<file path="config.mk">
export PLATFORM = sky130hd
export DESIGN_NAME = lcdc_cmd_decoder
export DESIGN_NICKNAME = d
export VERILOG_FILES = /design/src/core/lcdc_pkg.sv /design/src/core/lcdc_cmd_decoder.sv
export SDC_FILE = /design/constraint.sdc
export NUM_CORES = 1
export LEC_CHECK = 0
export ABC_AREA = 1
export BUFFER_PORTS_ARGS = -buffer_cell sky130_fd_sc_hd__buf_2
export CORE_MARGIN = 2
export CORE_UTILIZATION = 35
export DETAILED_ROUTE_END_ITERATION = 6
export PLACE_DENSITY_LB_ADDON = 0.12
export SLEW_MARGIN = 20
export SYNTH_ARGS = -nofsm -noshare
export SYNTH_HDL_FRONTEND = slang
export SYNTH_SLANG_ARGS = --single-unit
</file>
<file path="constraint.sdc">
create_clock -name CLK_IN -period 2.07 [get_ports CLK_IN]
set_input_delay 0.414 -clock CLK_IN [delete_from_list [all_inputs] [get_ports CLK_IN]]
set_output_delay 0.414 -clock CLK_IN [all_outputs]
set_load 0.02 [all_outputs]
</file>
<file path="src/core/lcdc_pkg.sv">
// constants, state encodings and state record of the lcd command decoder
package lcdc_pkg;

  // command bytes and match masks
  localparam logic [7:0] LCDC_CMD_SI_OFF   = 8'hAC;
  localparam logic [7:0] LCDC_CMD_SI_ON    = 8'hAD;
  localparam logic [7:0] LCDC_CMD_DISP     = 8'hAE;
  localparam logic [7:0] LCDC_CMD_ALLON    = 8'hA4;
  localparam logic [7:0] LCDC_CMD_NOP      = 8'hE3;
  localparam logic [7:0] LCDC_CMD_RESET    = 8'hE2;
  localparam logic [7:0] LCDC_CMD_RMW      = 8'hE0;
  localparam logic [7:0] LCDC_CMD_END      = 8'hEE;
  localparam logic [7:0] LCDC_CMD_DRIVE    = 8'hD0;
  localparam logic [7:0] LCDC_CMD_TEST     = 8'hF0;
  localparam logic [7:0] LCDC_CMD_COMDIR   = 8'hC0;
  localparam logic [7:0] LCDC_CMD_PAGE     = 8'hB0;
  localparam logic [7:0] LCDC_CMD_COL_HI   = 8'h10;
  localparam logic [7:0] LCDC_CMD_COL_LO   = 8'h00;
  localparam logic [7:0] LCDC_CMD_SL_HI    = 8'h60;
  localparam logic [7:0] LCDC_CMD_SL_LO    = 8'h40;
  localparam logic [7:0] LCDC_MASK_FULL    = 8'hFF;
  localparam logic [7:0] LCDC_MASK_BIT0    = 8'hFE;
  localparam logic [7:0] LCDC_MASK_NIB     = 8'hF0;
  localparam logic [7:0] LCDC_MASK_DRV     = 8'hF0;
  localparam logic [7:0] LCDC_MASK_COMDIR  = 8'hF0;
  localparam logic [7:0] LCDC_MASK_TOP3    = 8'hE0;

  // field positions
  localparam int LCDC_DRV_LINE_BIT = 3;
  localparam int LCDC_COMDIR_BIT   = 3;

  // values after reset and column address step
  localparam logic [2:0] LCDC_CTL_IDLE     = 3'h3;
  localparam logic [4:0] LCDC_LINE_CNT_RST = 5'h00;
  localparam logic [1:0] LCDC_BLINK_RST    = 2'h0;
  localparam logic [7:0] LCDC_COL_STEP     = 8'h01;

  // power state, one-hot
  typedef enum logic [2:0]
  {
    LCDC_PS_RUN   = 3'b001,
    LCDC_PS_SLEEP = 3'b010,
    LCDC_PS_STBY  = 3'b100
  } lcdc_ps_e;

  // whole state of the decoder
  typedef struct packed
  {
    logic [7:0] d_s1;
    logic [7:0] d_s2;
    logic [2:0] c_s1;
    logic [2:0] c_s2;
    logic       t_s1;
    logic       t_s2;
    logic       wr_d;
    logic       rd_d;
    lcdc_ps_e   ps;
    logic       disp_on;
    logic       all_on;
    logic       si_on;
    logic [1:0] blink;
    logic       pend_si;
    logic       pend_li;
    logic       line_inv;
    logic [4:0] line_cnt;
    logic [6:0] start_line;
    logic [3:0] page;
    logic [7:0] column;
    logic [7:0] rmw_col;
    logic       rmw;
    logic       com_rev;
    logic       test;
    logic       ram_we;
    logic [3:0] ram_page;
    logic [7:0] ram_col;
    logic [7:0] ram_wdata;
    logic [7:0] rd_data;
  } lcdc_state_s;

endpackage

</file>
<file path="src/core/lcdc_cmd_decoder.sv">
// command decoder of a dot-matrix lcd driver behind its parallel host port
//
// Overview of operation
// - command bytes AC/AD turn the static indicator off or on by D0.
// - after indicator on, the next command byte is its register value.
// - indicator value byte loads blink field from D1..D0, rest ignored.
// - drive byte 1101xxxx: D3 low frame inversion, D3 high line inversion.
// - after line inversion, the next command byte is the line number.
// - line number byte D4..D0 gives n+1 inverted lines, upper bits ignored.
// - all-on command while display off enters power save.
// - power save is standby with indicator on, otherwise sleep.
// - power save keeps modes and still serves display ram access.
// - all-on off command leaves power save.
// - sleep stops oscillator, supply, drivers; segment and common grounded.
// - standby stops supply and dynamic drive, keeps oscillator, indicator.
// - reset command during standby moves the device into sleep.
// - byte E3 is a no-operation and changes no state except leaving test.
// - 1111xxxx enters test only with test pin high; no-operation exits.
// - start line loads upper 3 bits by 011 prefix, lower 4 by 010.
// - 1011xxxx loads the display ram page address.
// - column loads upper nibble by 0001 prefix, lower nibble by 0000.
// - command read returns status on D7..D4 and zeros on D3..D0.
// - data write stores the byte into display ram at current address.
// - A4/A5 choose normal or all-on display.
// - reset command reinitialises addresses, scan, modes; ram untouched.
`timescale 1ns/1ns
module lcdc_cmd_decoder
(
  // clock and reset
  input  wire logic       CLK_IN,
  input  wire logic       RESETN_IN,
  // host parallel port
  input  wire logic [7:0] D_IN,
  output logic      [7:0] D_OUT,
  output logic            D_OE_OUT,
  input  wire logic       CMD_DATA_SELECT_IN,
  input  wire logic       RD_N_IN,
  input  wire logic       WR_N_IN,
  input  wire logic       FACTORY_TEST_PIN_IN,
  // display ram side
  output logic            RAM_WE_OUT,
  output logic      [3:0] RAM_PAGE_OUT,
  output logic      [7:0] RAM_COL_OUT,
  output logic      [7:0] RAM_WDATA_OUT,
  input  wire logic [7:0] RAM_RDATA_IN,
  // display settings
  output logic            DISP_ON_OUT,
  output logic            ALL_ON_OUT,
  output logic      [6:0] START_LINE_OUT,
  output logic      [3:0] PAGE_OUT,
  output logic      [7:0] COLUMN_OUT,
  output logic            COM_REV_OUT,
  output logic            RMW_OUT,
  output logic            LINE_INV_OUT,
  output logic      [4:0] LINE_CNT_OUT,
  output logic            SI_ON_OUT,
  output logic      [1:0] SI_BLINK_OUT,
  output logic            TEST_MODE_OUT,
  // power state controls
  output logic            SLEEP_OUT,
  output logic            STANDBY_OUT,
  output logic            OSC_EN_OUT,
  output logic            SUPPLY_EN_OUT,
  output logic            DYN_DRIVE_EN_OUT,
  output logic            STATIC_DRIVE_EN_OUT,
  output logic            SEG_COM_GND_OUT
);

  lcdc_pkg::lcdc_state_s r;
  lcdc_pkg::lcdc_state_s n;
  logic       wr_end;
  logic       rd_start;
  logic       wr_cmd;
  logic       wr_dat;
  logic       cmd_free;
  logic [7:0] b;
  logic [3:0] status;

  // command match under mask, used all over the decoder
  function automatic logic cmd_is(input logic [7:0] v,
                                  input logic [7:0] c,
                                  input logic [7:0] m);
    return (v & m) == c;
  endfunction

  // strobe edges are taken from the second sync stage only
  assign wr_end   = ~r.wr_d & r.c_s2[0];
  assign rd_start = r.rd_d & ~r.c_s2[1];
  assign wr_cmd   = wr_end & ~r.c_s2[2];
  assign wr_dat   = wr_end & r.c_s2[2];
  assign b        = r.d_s2;
  // a plain command acts only with no value byte pending and no test
  assign cmd_free = wr_cmd & ~r.pend_si & ~r.pend_li & ~r.test;
  // status nibble: busy, read-modify-write, display off, test
  assign status   = {1'b0, r.rmw, ~r.disp_on, r.test};

  // next state
  always_comb
  begin
    n        = r;
    n.d_s1   = D_IN;
    n.d_s2   = r.d_s1;
    n.c_s1   = {CMD_DATA_SELECT_IN, RD_N_IN, WR_N_IN};
    n.c_s2   = r.c_s1;
    n.t_s1   = FACTORY_TEST_PIN_IN;
    n.t_s2   = r.t_s1;
    n.wr_d   = r.c_s2[0];
    n.rd_d   = r.c_s2[1];
    n.ram_we = 1'b0;
    // value bytes of two-byte commands take any code
    if (wr_cmd && r.pend_si)
    begin
      n.blink   = b[1:0];
      n.pend_si = 1'b0;
    end
    else if (wr_cmd && r.pend_li)
    begin
      n.line_cnt = b[4:0];
      n.pend_li  = 1'b0;
    end
    else if (wr_cmd && r.test)
    begin
      // only a no-operation leaves test
      if (cmd_is(b, lcdc_pkg::LCDC_CMD_NOP, lcdc_pkg::LCDC_MASK_FULL))
        n.test = 1'b0;
    end
    else if (cmd_free)
    begin
      if (cmd_is(b, lcdc_pkg::LCDC_CMD_SI_OFF, lcdc_pkg::LCDC_MASK_BIT0))
      begin
        n.si_on   = b[0];
        n.pend_si = b[0];
      end
      else if (cmd_is(b, lcdc_pkg::LCDC_CMD_DISP, lcdc_pkg::LCDC_MASK_BIT0))
        n.disp_on = b[0];
      else if (cmd_is(b, lcdc_pkg::LCDC_CMD_ALLON, lcdc_pkg::LCDC_MASK_BIT0))
      begin
        n.all_on = b[0];
        if (!b[0])
          n.ps = lcdc_pkg::LCDC_PS_RUN;
        else if (!r.disp_on && r.ps == lcdc_pkg::LCDC_PS_RUN)
          n.ps = r.si_on ? lcdc_pkg::LCDC_PS_STBY
                         : lcdc_pkg::LCDC_PS_SLEEP;
      end
      else if (cmd_is(b, lcdc_pkg::LCDC_CMD_DRIVE, lcdc_pkg::LCDC_MASK_DRV))
      begin
        n.line_inv = b[lcdc_pkg::LCDC_DRV_LINE_BIT];
        n.pend_li  = b[lcdc_pkg::LCDC_DRV_LINE_BIT];
      end
      else if (cmd_is(b, lcdc_pkg::LCDC_CMD_TEST, lcdc_pkg::LCDC_MASK_NIB))
        n.test = r.t_s2;
      else if (cmd_is(b, lcdc_pkg::LCDC_CMD_RESET, lcdc_pkg::LCDC_MASK_FULL))
      begin
        // ram contents and display on/off are left alone
        n.start_line = '0;
        n.column     = '0;
        n.page       = '0;
        n.com_rev    = 1'b0;
        n.rmw        = 1'b0;
        n.si_on      = 1'b0;
        n.blink      = lcdc_pkg::LCDC_BLINK_RST;
        if (r.ps == lcdc_pkg::LCDC_PS_STBY)
          n.ps = lcdc_pkg::LCDC_PS_SLEEP;
      end
      else if (cmd_is(b, lcdc_pkg::LCDC_CMD_RMW, lcdc_pkg::LCDC_MASK_FULL))
      begin
        n.rmw     = 1'b1;
        n.rmw_col = r.column;
      end
      else if (cmd_is(b, lcdc_pkg::LCDC_CMD_END, lcdc_pkg::LCDC_MASK_FULL))
      begin
        n.rmw = 1'b0;
        if (r.rmw)
          n.column = r.rmw_col;
      end
      else if (cmd_is(b, lcdc_pkg::LCDC_CMD_COMDIR,
                      lcdc_pkg::LCDC_MASK_COMDIR))
        n.com_rev = b[lcdc_pkg::LCDC_COMDIR_BIT];
      else if (cmd_is(b, lcdc_pkg::LCDC_CMD_PAGE, lcdc_pkg::LCDC_MASK_NIB))
        n.page = b[3:0];
      else if (cmd_is(b, lcdc_pkg::LCDC_CMD_COL_HI, lcdc_pkg::LCDC_MASK_NIB))
        n.column[7:4] = b[3:0];
      else if (cmd_is(b, lcdc_pkg::LCDC_CMD_COL_LO, lcdc_pkg::LCDC_MASK_NIB))
        n.column[3:0] = b[3:0];
      else if (cmd_is(b, lcdc_pkg::LCDC_CMD_SL_HI, lcdc_pkg::LCDC_MASK_TOP3))
        n.start_line[6:4] = b[2:0];
      else if (cmd_is(b, lcdc_pkg::LCDC_CMD_SL_LO, lcdc_pkg::LCDC_MASK_TOP3))
        n.start_line[3:0] = b[3:0];
      // e3 and unknown codes fall through untouched
    end
    // ram access is served in every power state and while a value pends
    if (wr_dat)
    begin
      n.ram_we    = 1'b1;
      n.ram_page  = r.page;
      n.ram_col   = r.column;
      n.ram_wdata = b;
      n.column    = r.column + lcdc_pkg::LCDC_COL_STEP;
    end
    // read data is caught once at the falling read strobe
    if (rd_start)
    begin
      if (r.c_s2[2])
      begin
        n.rd_data = RAM_RDATA_IN;
        if (!r.rmw)
          n.column = r.column + lcdc_pkg::LCDC_COL_STEP;
      end
      else
        n.rd_data = {status, 4'h0};
    end
  end

  // state register
  always_ff @(posedge CLK_IN)
  begin
    if (!RESETN_IN)
    begin
      r          <= '0;
      r.c_s1     <= lcdc_pkg::LCDC_CTL_IDLE;
      r.c_s2     <= lcdc_pkg::LCDC_CTL_IDLE;
      r.wr_d     <= 1'b1;
      r.rd_d     <= 1'b1;
      r.ps       <= lcdc_pkg::LCDC_PS_RUN;
      r.line_cnt <= lcdc_pkg::LCDC_LINE_CNT_RST;
    end
    else
      r <= n;
  end

  // host port and settings straight from the state
  assign D_OUT          = r.rd_data;
  assign D_OE_OUT       = ~r.rd_d;
  assign RAM_WE_OUT     = r.ram_we;
  assign RAM_PAGE_OUT   = r.ram_page;
  assign RAM_COL_OUT    = r.ram_col;
  assign RAM_WDATA_OUT  = r.ram_wdata;
  assign DISP_ON_OUT    = r.disp_on;
  assign ALL_ON_OUT     = r.all_on;
  assign START_LINE_OUT = r.start_line;
  assign PAGE_OUT       = r.page;
  assign COLUMN_OUT     = r.column;
  assign COM_REV_OUT    = r.com_rev;
  assign RMW_OUT        = r.rmw;
  assign LINE_INV_OUT   = r.line_inv;
  assign LINE_CNT_OUT   = r.line_cnt;
  assign SI_ON_OUT      = r.si_on;
  assign SI_BLINK_OUT   = r.blink;
  assign TEST_MODE_OUT  = r.test;

  // power controls: sleep stops all, standby keeps clock and indicator
  assign SLEEP_OUT           = r.ps == lcdc_pkg::LCDC_PS_SLEEP;
  assign STANDBY_OUT         = r.ps == lcdc_pkg::LCDC_PS_STBY;
  assign OSC_EN_OUT          = ~SLEEP_OUT;
  assign SUPPLY_EN_OUT       = r.ps == lcdc_pkg::LCDC_PS_RUN;
  assign DYN_DRIVE_EN_OUT    = SUPPLY_EN_OUT;
  assign SEG_COM_GND_OUT     = ~SUPPLY_EN_OUT;
  assign STATIC_DRIVE_EN_OUT = STANDBY_OUT | (SUPPLY_EN_OUT & r.si_on);
endmodule

</file>
# Yosys cells after proc, flatten, opt, wreduce, memory -nomap -nowiden
# Cells that the tools add are included.
[classes]
addsub = 1
n_eq_ne = 47
mux = 68
bitwise = 29
n_reduce_logical = 37
[op_table]
columns = ["op", "count"]
rows = [
  ["19-bit two-way mux", 10],
  ["8-bit two-way mux", 10],
  ["2-bit inequality test, second input constant", 28],
  ["3-bit two-way mux", 16],
  ["18-bit two-way mux", 2],
  ["8-bit equality test, second input constant", 4],
  ["9-bit AND reduction", 3],
  ["2-bit nonzero test", 13],
  ["4-bit two-way mux", 6],
  ["11-bit AND reduction", 2],
  ["7-bit equality test, second input constant", 3],
  ["21-bit two-way mux", 1],
  ["7-bit two-way mux", 3],
  ["1-bit inverter", 20],
  ["17-bit AND reduction", 1],
  ["4-bit equality test, second input constant", 4],
  ["16-bit AND reduction", 1],
  ["7-bit AND reduction", 2],
  ["13-bit AND reduction", 1],
  ["2-bit two-way mux", 6],
  ["12-bit AND reduction", 1],
  ["1-bit two-way mux", 11],
  ["11-bit two-way mux", 1],
  ["5-bit two-way mux", 2],
  ["other kinds (19)", 31],
]
[word_totals]
ff_bits = 101
in_bits = 22
output_inout_bits = 70
elab_cells = 212

# Logic depth before layout (Yosys ltp)
[depth]
depth_word = 23
mapped_depth = 12
depth_no_buf = 12

# Worst setup path before layout
# Ideal clock, no wire load.
[synth_path]
path_type = "register -> register"
from = "register r[72] (netlist bit)"
to = "register r[72] (netlist bit)"
setup_time_ps = 114
arrival_ps = 1661
required_ps = 1956
path_slack_ps = 295
path_stages_with_launch = 6
path_buffers = 0
synth_period_minus_slack_ps = 1775
path_cell_list = "dfxtp_1 > nor3_1 > o21ai_0 > o21bai_4 > nand3_2 > a21o_1"
[synth_between]
word_cells_on_any_way = 6
classes_between = "eq/ne: 3; reduce/logical: 3"
[synth_rtl]
columns = ["element", "line_no", "text"]
rows = [
  ["from (decl)", "lcdc_cmd_decoder.sv:69", "lcdc_pkg::lcdc_state_s r;"],
  ["from (signal assigned)", "lcdc_cmd_decoder.sv:228", "r <= n;"],
  ["3-bit equality test", "n/a", ""],
  ["via STANDBY_OUT", "lcdc_cmd_decoder.sv:61", "output logic STANDBY_OUT,"],
  ["2-bit nonzero test (no source line)", "n/a", ""],
  ["11-bit AND reduction (no source line)", "n/a", ""],
]
# The timed path passes the listed nets, and every way through them passes these cells.
# A chain may end at the register's enable or synchronous reset.

# Worst setup path after layout
[layout_path]
from = "register r[74] (netlist bit)"
to = "output port STATIC_DRIVE_EN_OUT"
[layout_between]
elab_chain_cells = 3
word_cells_on_any_way = 4
classes_between = "eq/ne: 2; bitwise: 2"
[layout_rtl]
columns = ["element", "line_no", "text"]
rows = [
  ["3-bit by 1-bit equality test with 1-bit output", "lcdc_cmd_decoder.sv:255", "assign SUPPLY_EN_OUT = r.ps == lcdc_pkg::LCDC_PS_RUN;"],
  ["1-bit bitwise AND", "lcdc_cmd_decoder.sv:258", "assign STATIC_DRIVE_EN_OUT = STANDBY_OUT | (SUPPLY_EN_OUT & r.si_on);"],
  ["1-bit OR *", "lcdc_cmd_decoder.sv:258", ""],
  ["to (decl)", "lcdc_cmd_decoder.sv:65", "output logic STATIC_DRIVE_EN_OUT,"],
]
# Mark *: on every way between the ends. The rest lies on a longest branch, timed or not.

==> impl_metrics.yaml <==
cts:
  cts_hold_buf: 0
  clk_latency_ps: 350
  post_cts_resized: 0
  cts_tree: "done"
  root_buffer: "clkbuf_16"
  post_cts_buffers: 0
  h-tree-depth: 3
  cts_buffers: 9
  cts.clk_slew.worst_paths_ps: 70
  clock-sinks: 101
  cts_buffer_depth: 2
global_routing:
  grt.busiest_layer: "met2"
  overflow: 0
  antenna_found_initial: 0
  grt_pass1_vias: 4051
  grt_pass1_wl_um: 20700
  grt_max_degree: 76
  met2_usage: 0.289
  grtUsageMet1: 0.229
  grt_usage: 0.179
  grt_use_met3: 0.0372
floorplanning:
  num_rows: 43
  pin_count: 92
  dieHeight_um: 122
  die_area_um2: 15000
  die_w_um: 122
  coreArea_um2: 13800
  start_util: 0.357
finish:
  layout.area.seq_um2: 2020
  drive_gt1_frac: 0.216
  final_util: 0.403
  fillers: 1479
  synthToLayoutAreaGrowth_pct: 13.0
  multi_input_comb_area_um2: 2100
  final_area_um2: 5550
  layout.nets: 740
  diodes: 0
critical_path:
  cp.required_ps: 1660
  cp.arrival_ps: 1500
  crit_chain: "inv_1 -> nor3_1 -> o21bai_1 -> buf_2"
  ff2ff_path_depth: 7
  end_kind: "primary output"
  cp-startpoint: "r[74]"
  critPathLaunchType: "flip-flop"
  max_stage_delay_ps: 380
  critPathMaxFanout: 3
  worstReg2RegStart: "b[7]"
  worst_path_max_delay_cell: "nor3_1"
  critical_path_class: "flip-flop to primary output"
place:
  dpl_cell_area_um2: 5220
  place_ws_ps: 60.9
  portBuffers: 91
  dp_hpwl_um: 9580
  gp_congestion: 0.897
synthesis:
  synth_top_family_by_area: "simple AND/OR/NAND/NOR gates"
  yosysSeqAreaShare: 0.412
  synthTopCellsByCount: "nand2_1 (132), dfxtp_1 (101), nor2_1 (73)"
  post_synth_num_cell_types: 38
  synth.avg_cell_area_um2: 7.26
  synth_edf_count: 0
  synth_top_area_share: 0.412
  ys.warnings.count: 0
  synth_xor_area_frac: 0.00891
  synthMuxAreaShare: 0
  synthCells: 677
  ys_ff_latch: 101
  yosysMostFrequentCell: "nand2_1"
  async_flop_share: 0
  synthSimpleGateAreaFrac: 0.259
  synth_nets: 700
  synth.area.top_cells: "dfxtp_1 (41%), nand2_1 (10%), buf_4 (8.4%), o21ai_0 (6.6%), a21oi_1 (6.1%)"
  synth_largest_area_cell: "dfxtp_1"
  synth_fa_ha_area_frac: 0.00255
  synth_ff_type: "dfxtp_1"
  syn_area_um2: 4910
  synth-compound-area-share: 0.156
route:
  drc: 0
  wl_per_cell_um: 14.4
  drt-total-wl_um: 13000
  drtIter0Drc: 230
  num_vias: 4301
  vias_per_cell: 4.77
  drtAntennaViolNets: 0
  drt_first_pass_iters: 6
timing:
  min_period_ps: 1910
  setup_viol: 0
  fin_crit_sh: 0.925
  skew_ps: 13.6
  worst_pin_slew_ps: 674
  slew_headroom: 0.549
  slew_viol_final: 0
  finalWorstSetupSlack_ps: 155
  tns_ps: 0
  hold_viol: 0
  timing.fmax_ghz: 0.522
  rsz0062_at_grt: "no"
status:
  status: "completed"
hold_path:
  min_path_type: "input port to flip-flop"
  whs_path_depth: 3
  worstHoldStart: "CMD_DATA_SELECT_IN"
pwr:
  ir_drop_uv: 322
  power_leakage_uw: 0.00265
  power_density_nw_per_um2: 742
run:
  maxCapViolations: 0
[per-layer routing]
metal / up-vias / wire length [um]
li1: 2212 / -
met1: 1950 / 6010
met2: 109 / 6090
met3: 30 / 575
met4: 0 / 355
met5: - / 0
[per-stage QoR]
step	hold WS (ps)	power, uW	instances
after floorplan	390	2210	677
after global placement	396	2290	886
after detailed placement	398	2290	886
after CTS	231	4160	902
after global routing	233	4270	902
final	244	4120	902
[worst paths after layout]
check                                            to  slack, ps
worst max-delay path            STATIC_DRIVE_EN_OUT        160
worst min-delay path                          n[81]        240
worst max register to register    START_LINE_OUT[5]        220
worst min register to register                r[81]        410
[critical path, delay by kind of cell (launching register included)]
kind	cells	cell delay [ps]
AOI/OAI and AO/OA	1	180
buffers and inverters	2	250
DFF	1	350
and+or+nand+nor	1	380
[cells in the final DEF (no fill, tap or decap), types with 2 or more instances in the layout]
cell and count:
bufinv_16 2, o21ai_0 65, nor2_4 3, nor2_2 4, dfxtp_1 100, inv_2 2
a211oi_2 4, buf_4 18, nor2_1 72, nor3_1 10, clkinv_4 3, inv_1 66
o211ai_1 3, nor3_4 2, clkbuf_16 9, or2_2 5, nand3_2 2, nand3_1 34
xor2_1 4, a21oi_1 60, a211oi_1 3, buf_2 91, nand4_1 10, nand2_1 132
[cells by family (layout without fill, tap and decap cells)]
kind of cell | count (synthesis) | in the layout
adder cells (fa/ha/maj) | 1 | 1
XOR/XNOR | 5 | 5
flip-flops | 101 | 101
AND/OR/NAND/NOR | 280 | 280
buffers and inverters | 150 | 195
AO/OA/AOI/OAI | 140 | 140
[where the power goes]
part,internal [uW],switching (uW)
clock,1100,771
sequential,1980,28.1
combinational,81.8,159
total,3160,958
[state kept, by name, indices dropped and copies added, names as in the netlist, 5 cells and up]
name            cells
b                   8
COLUMN_OUT          8
n                  14
D_OUT               8
r                  17
LINE_CNT_OUT        5
RAM_WDATA_OUT       8
START_LINE_OUT      7
RAM_COL_OUT         8
[layout make-up]
type	instances	area share
Clock inverter	6	0.0171
Tap cell	180	0.0406
Inverter	69	0.0467
Sequential cell	101	0.364
Timing Repair Buffer	110	0.110
Clock buffer	10	0.0430
Multi-Input combinational cell	426	0.378
Power figures use the tool's default switching activity.
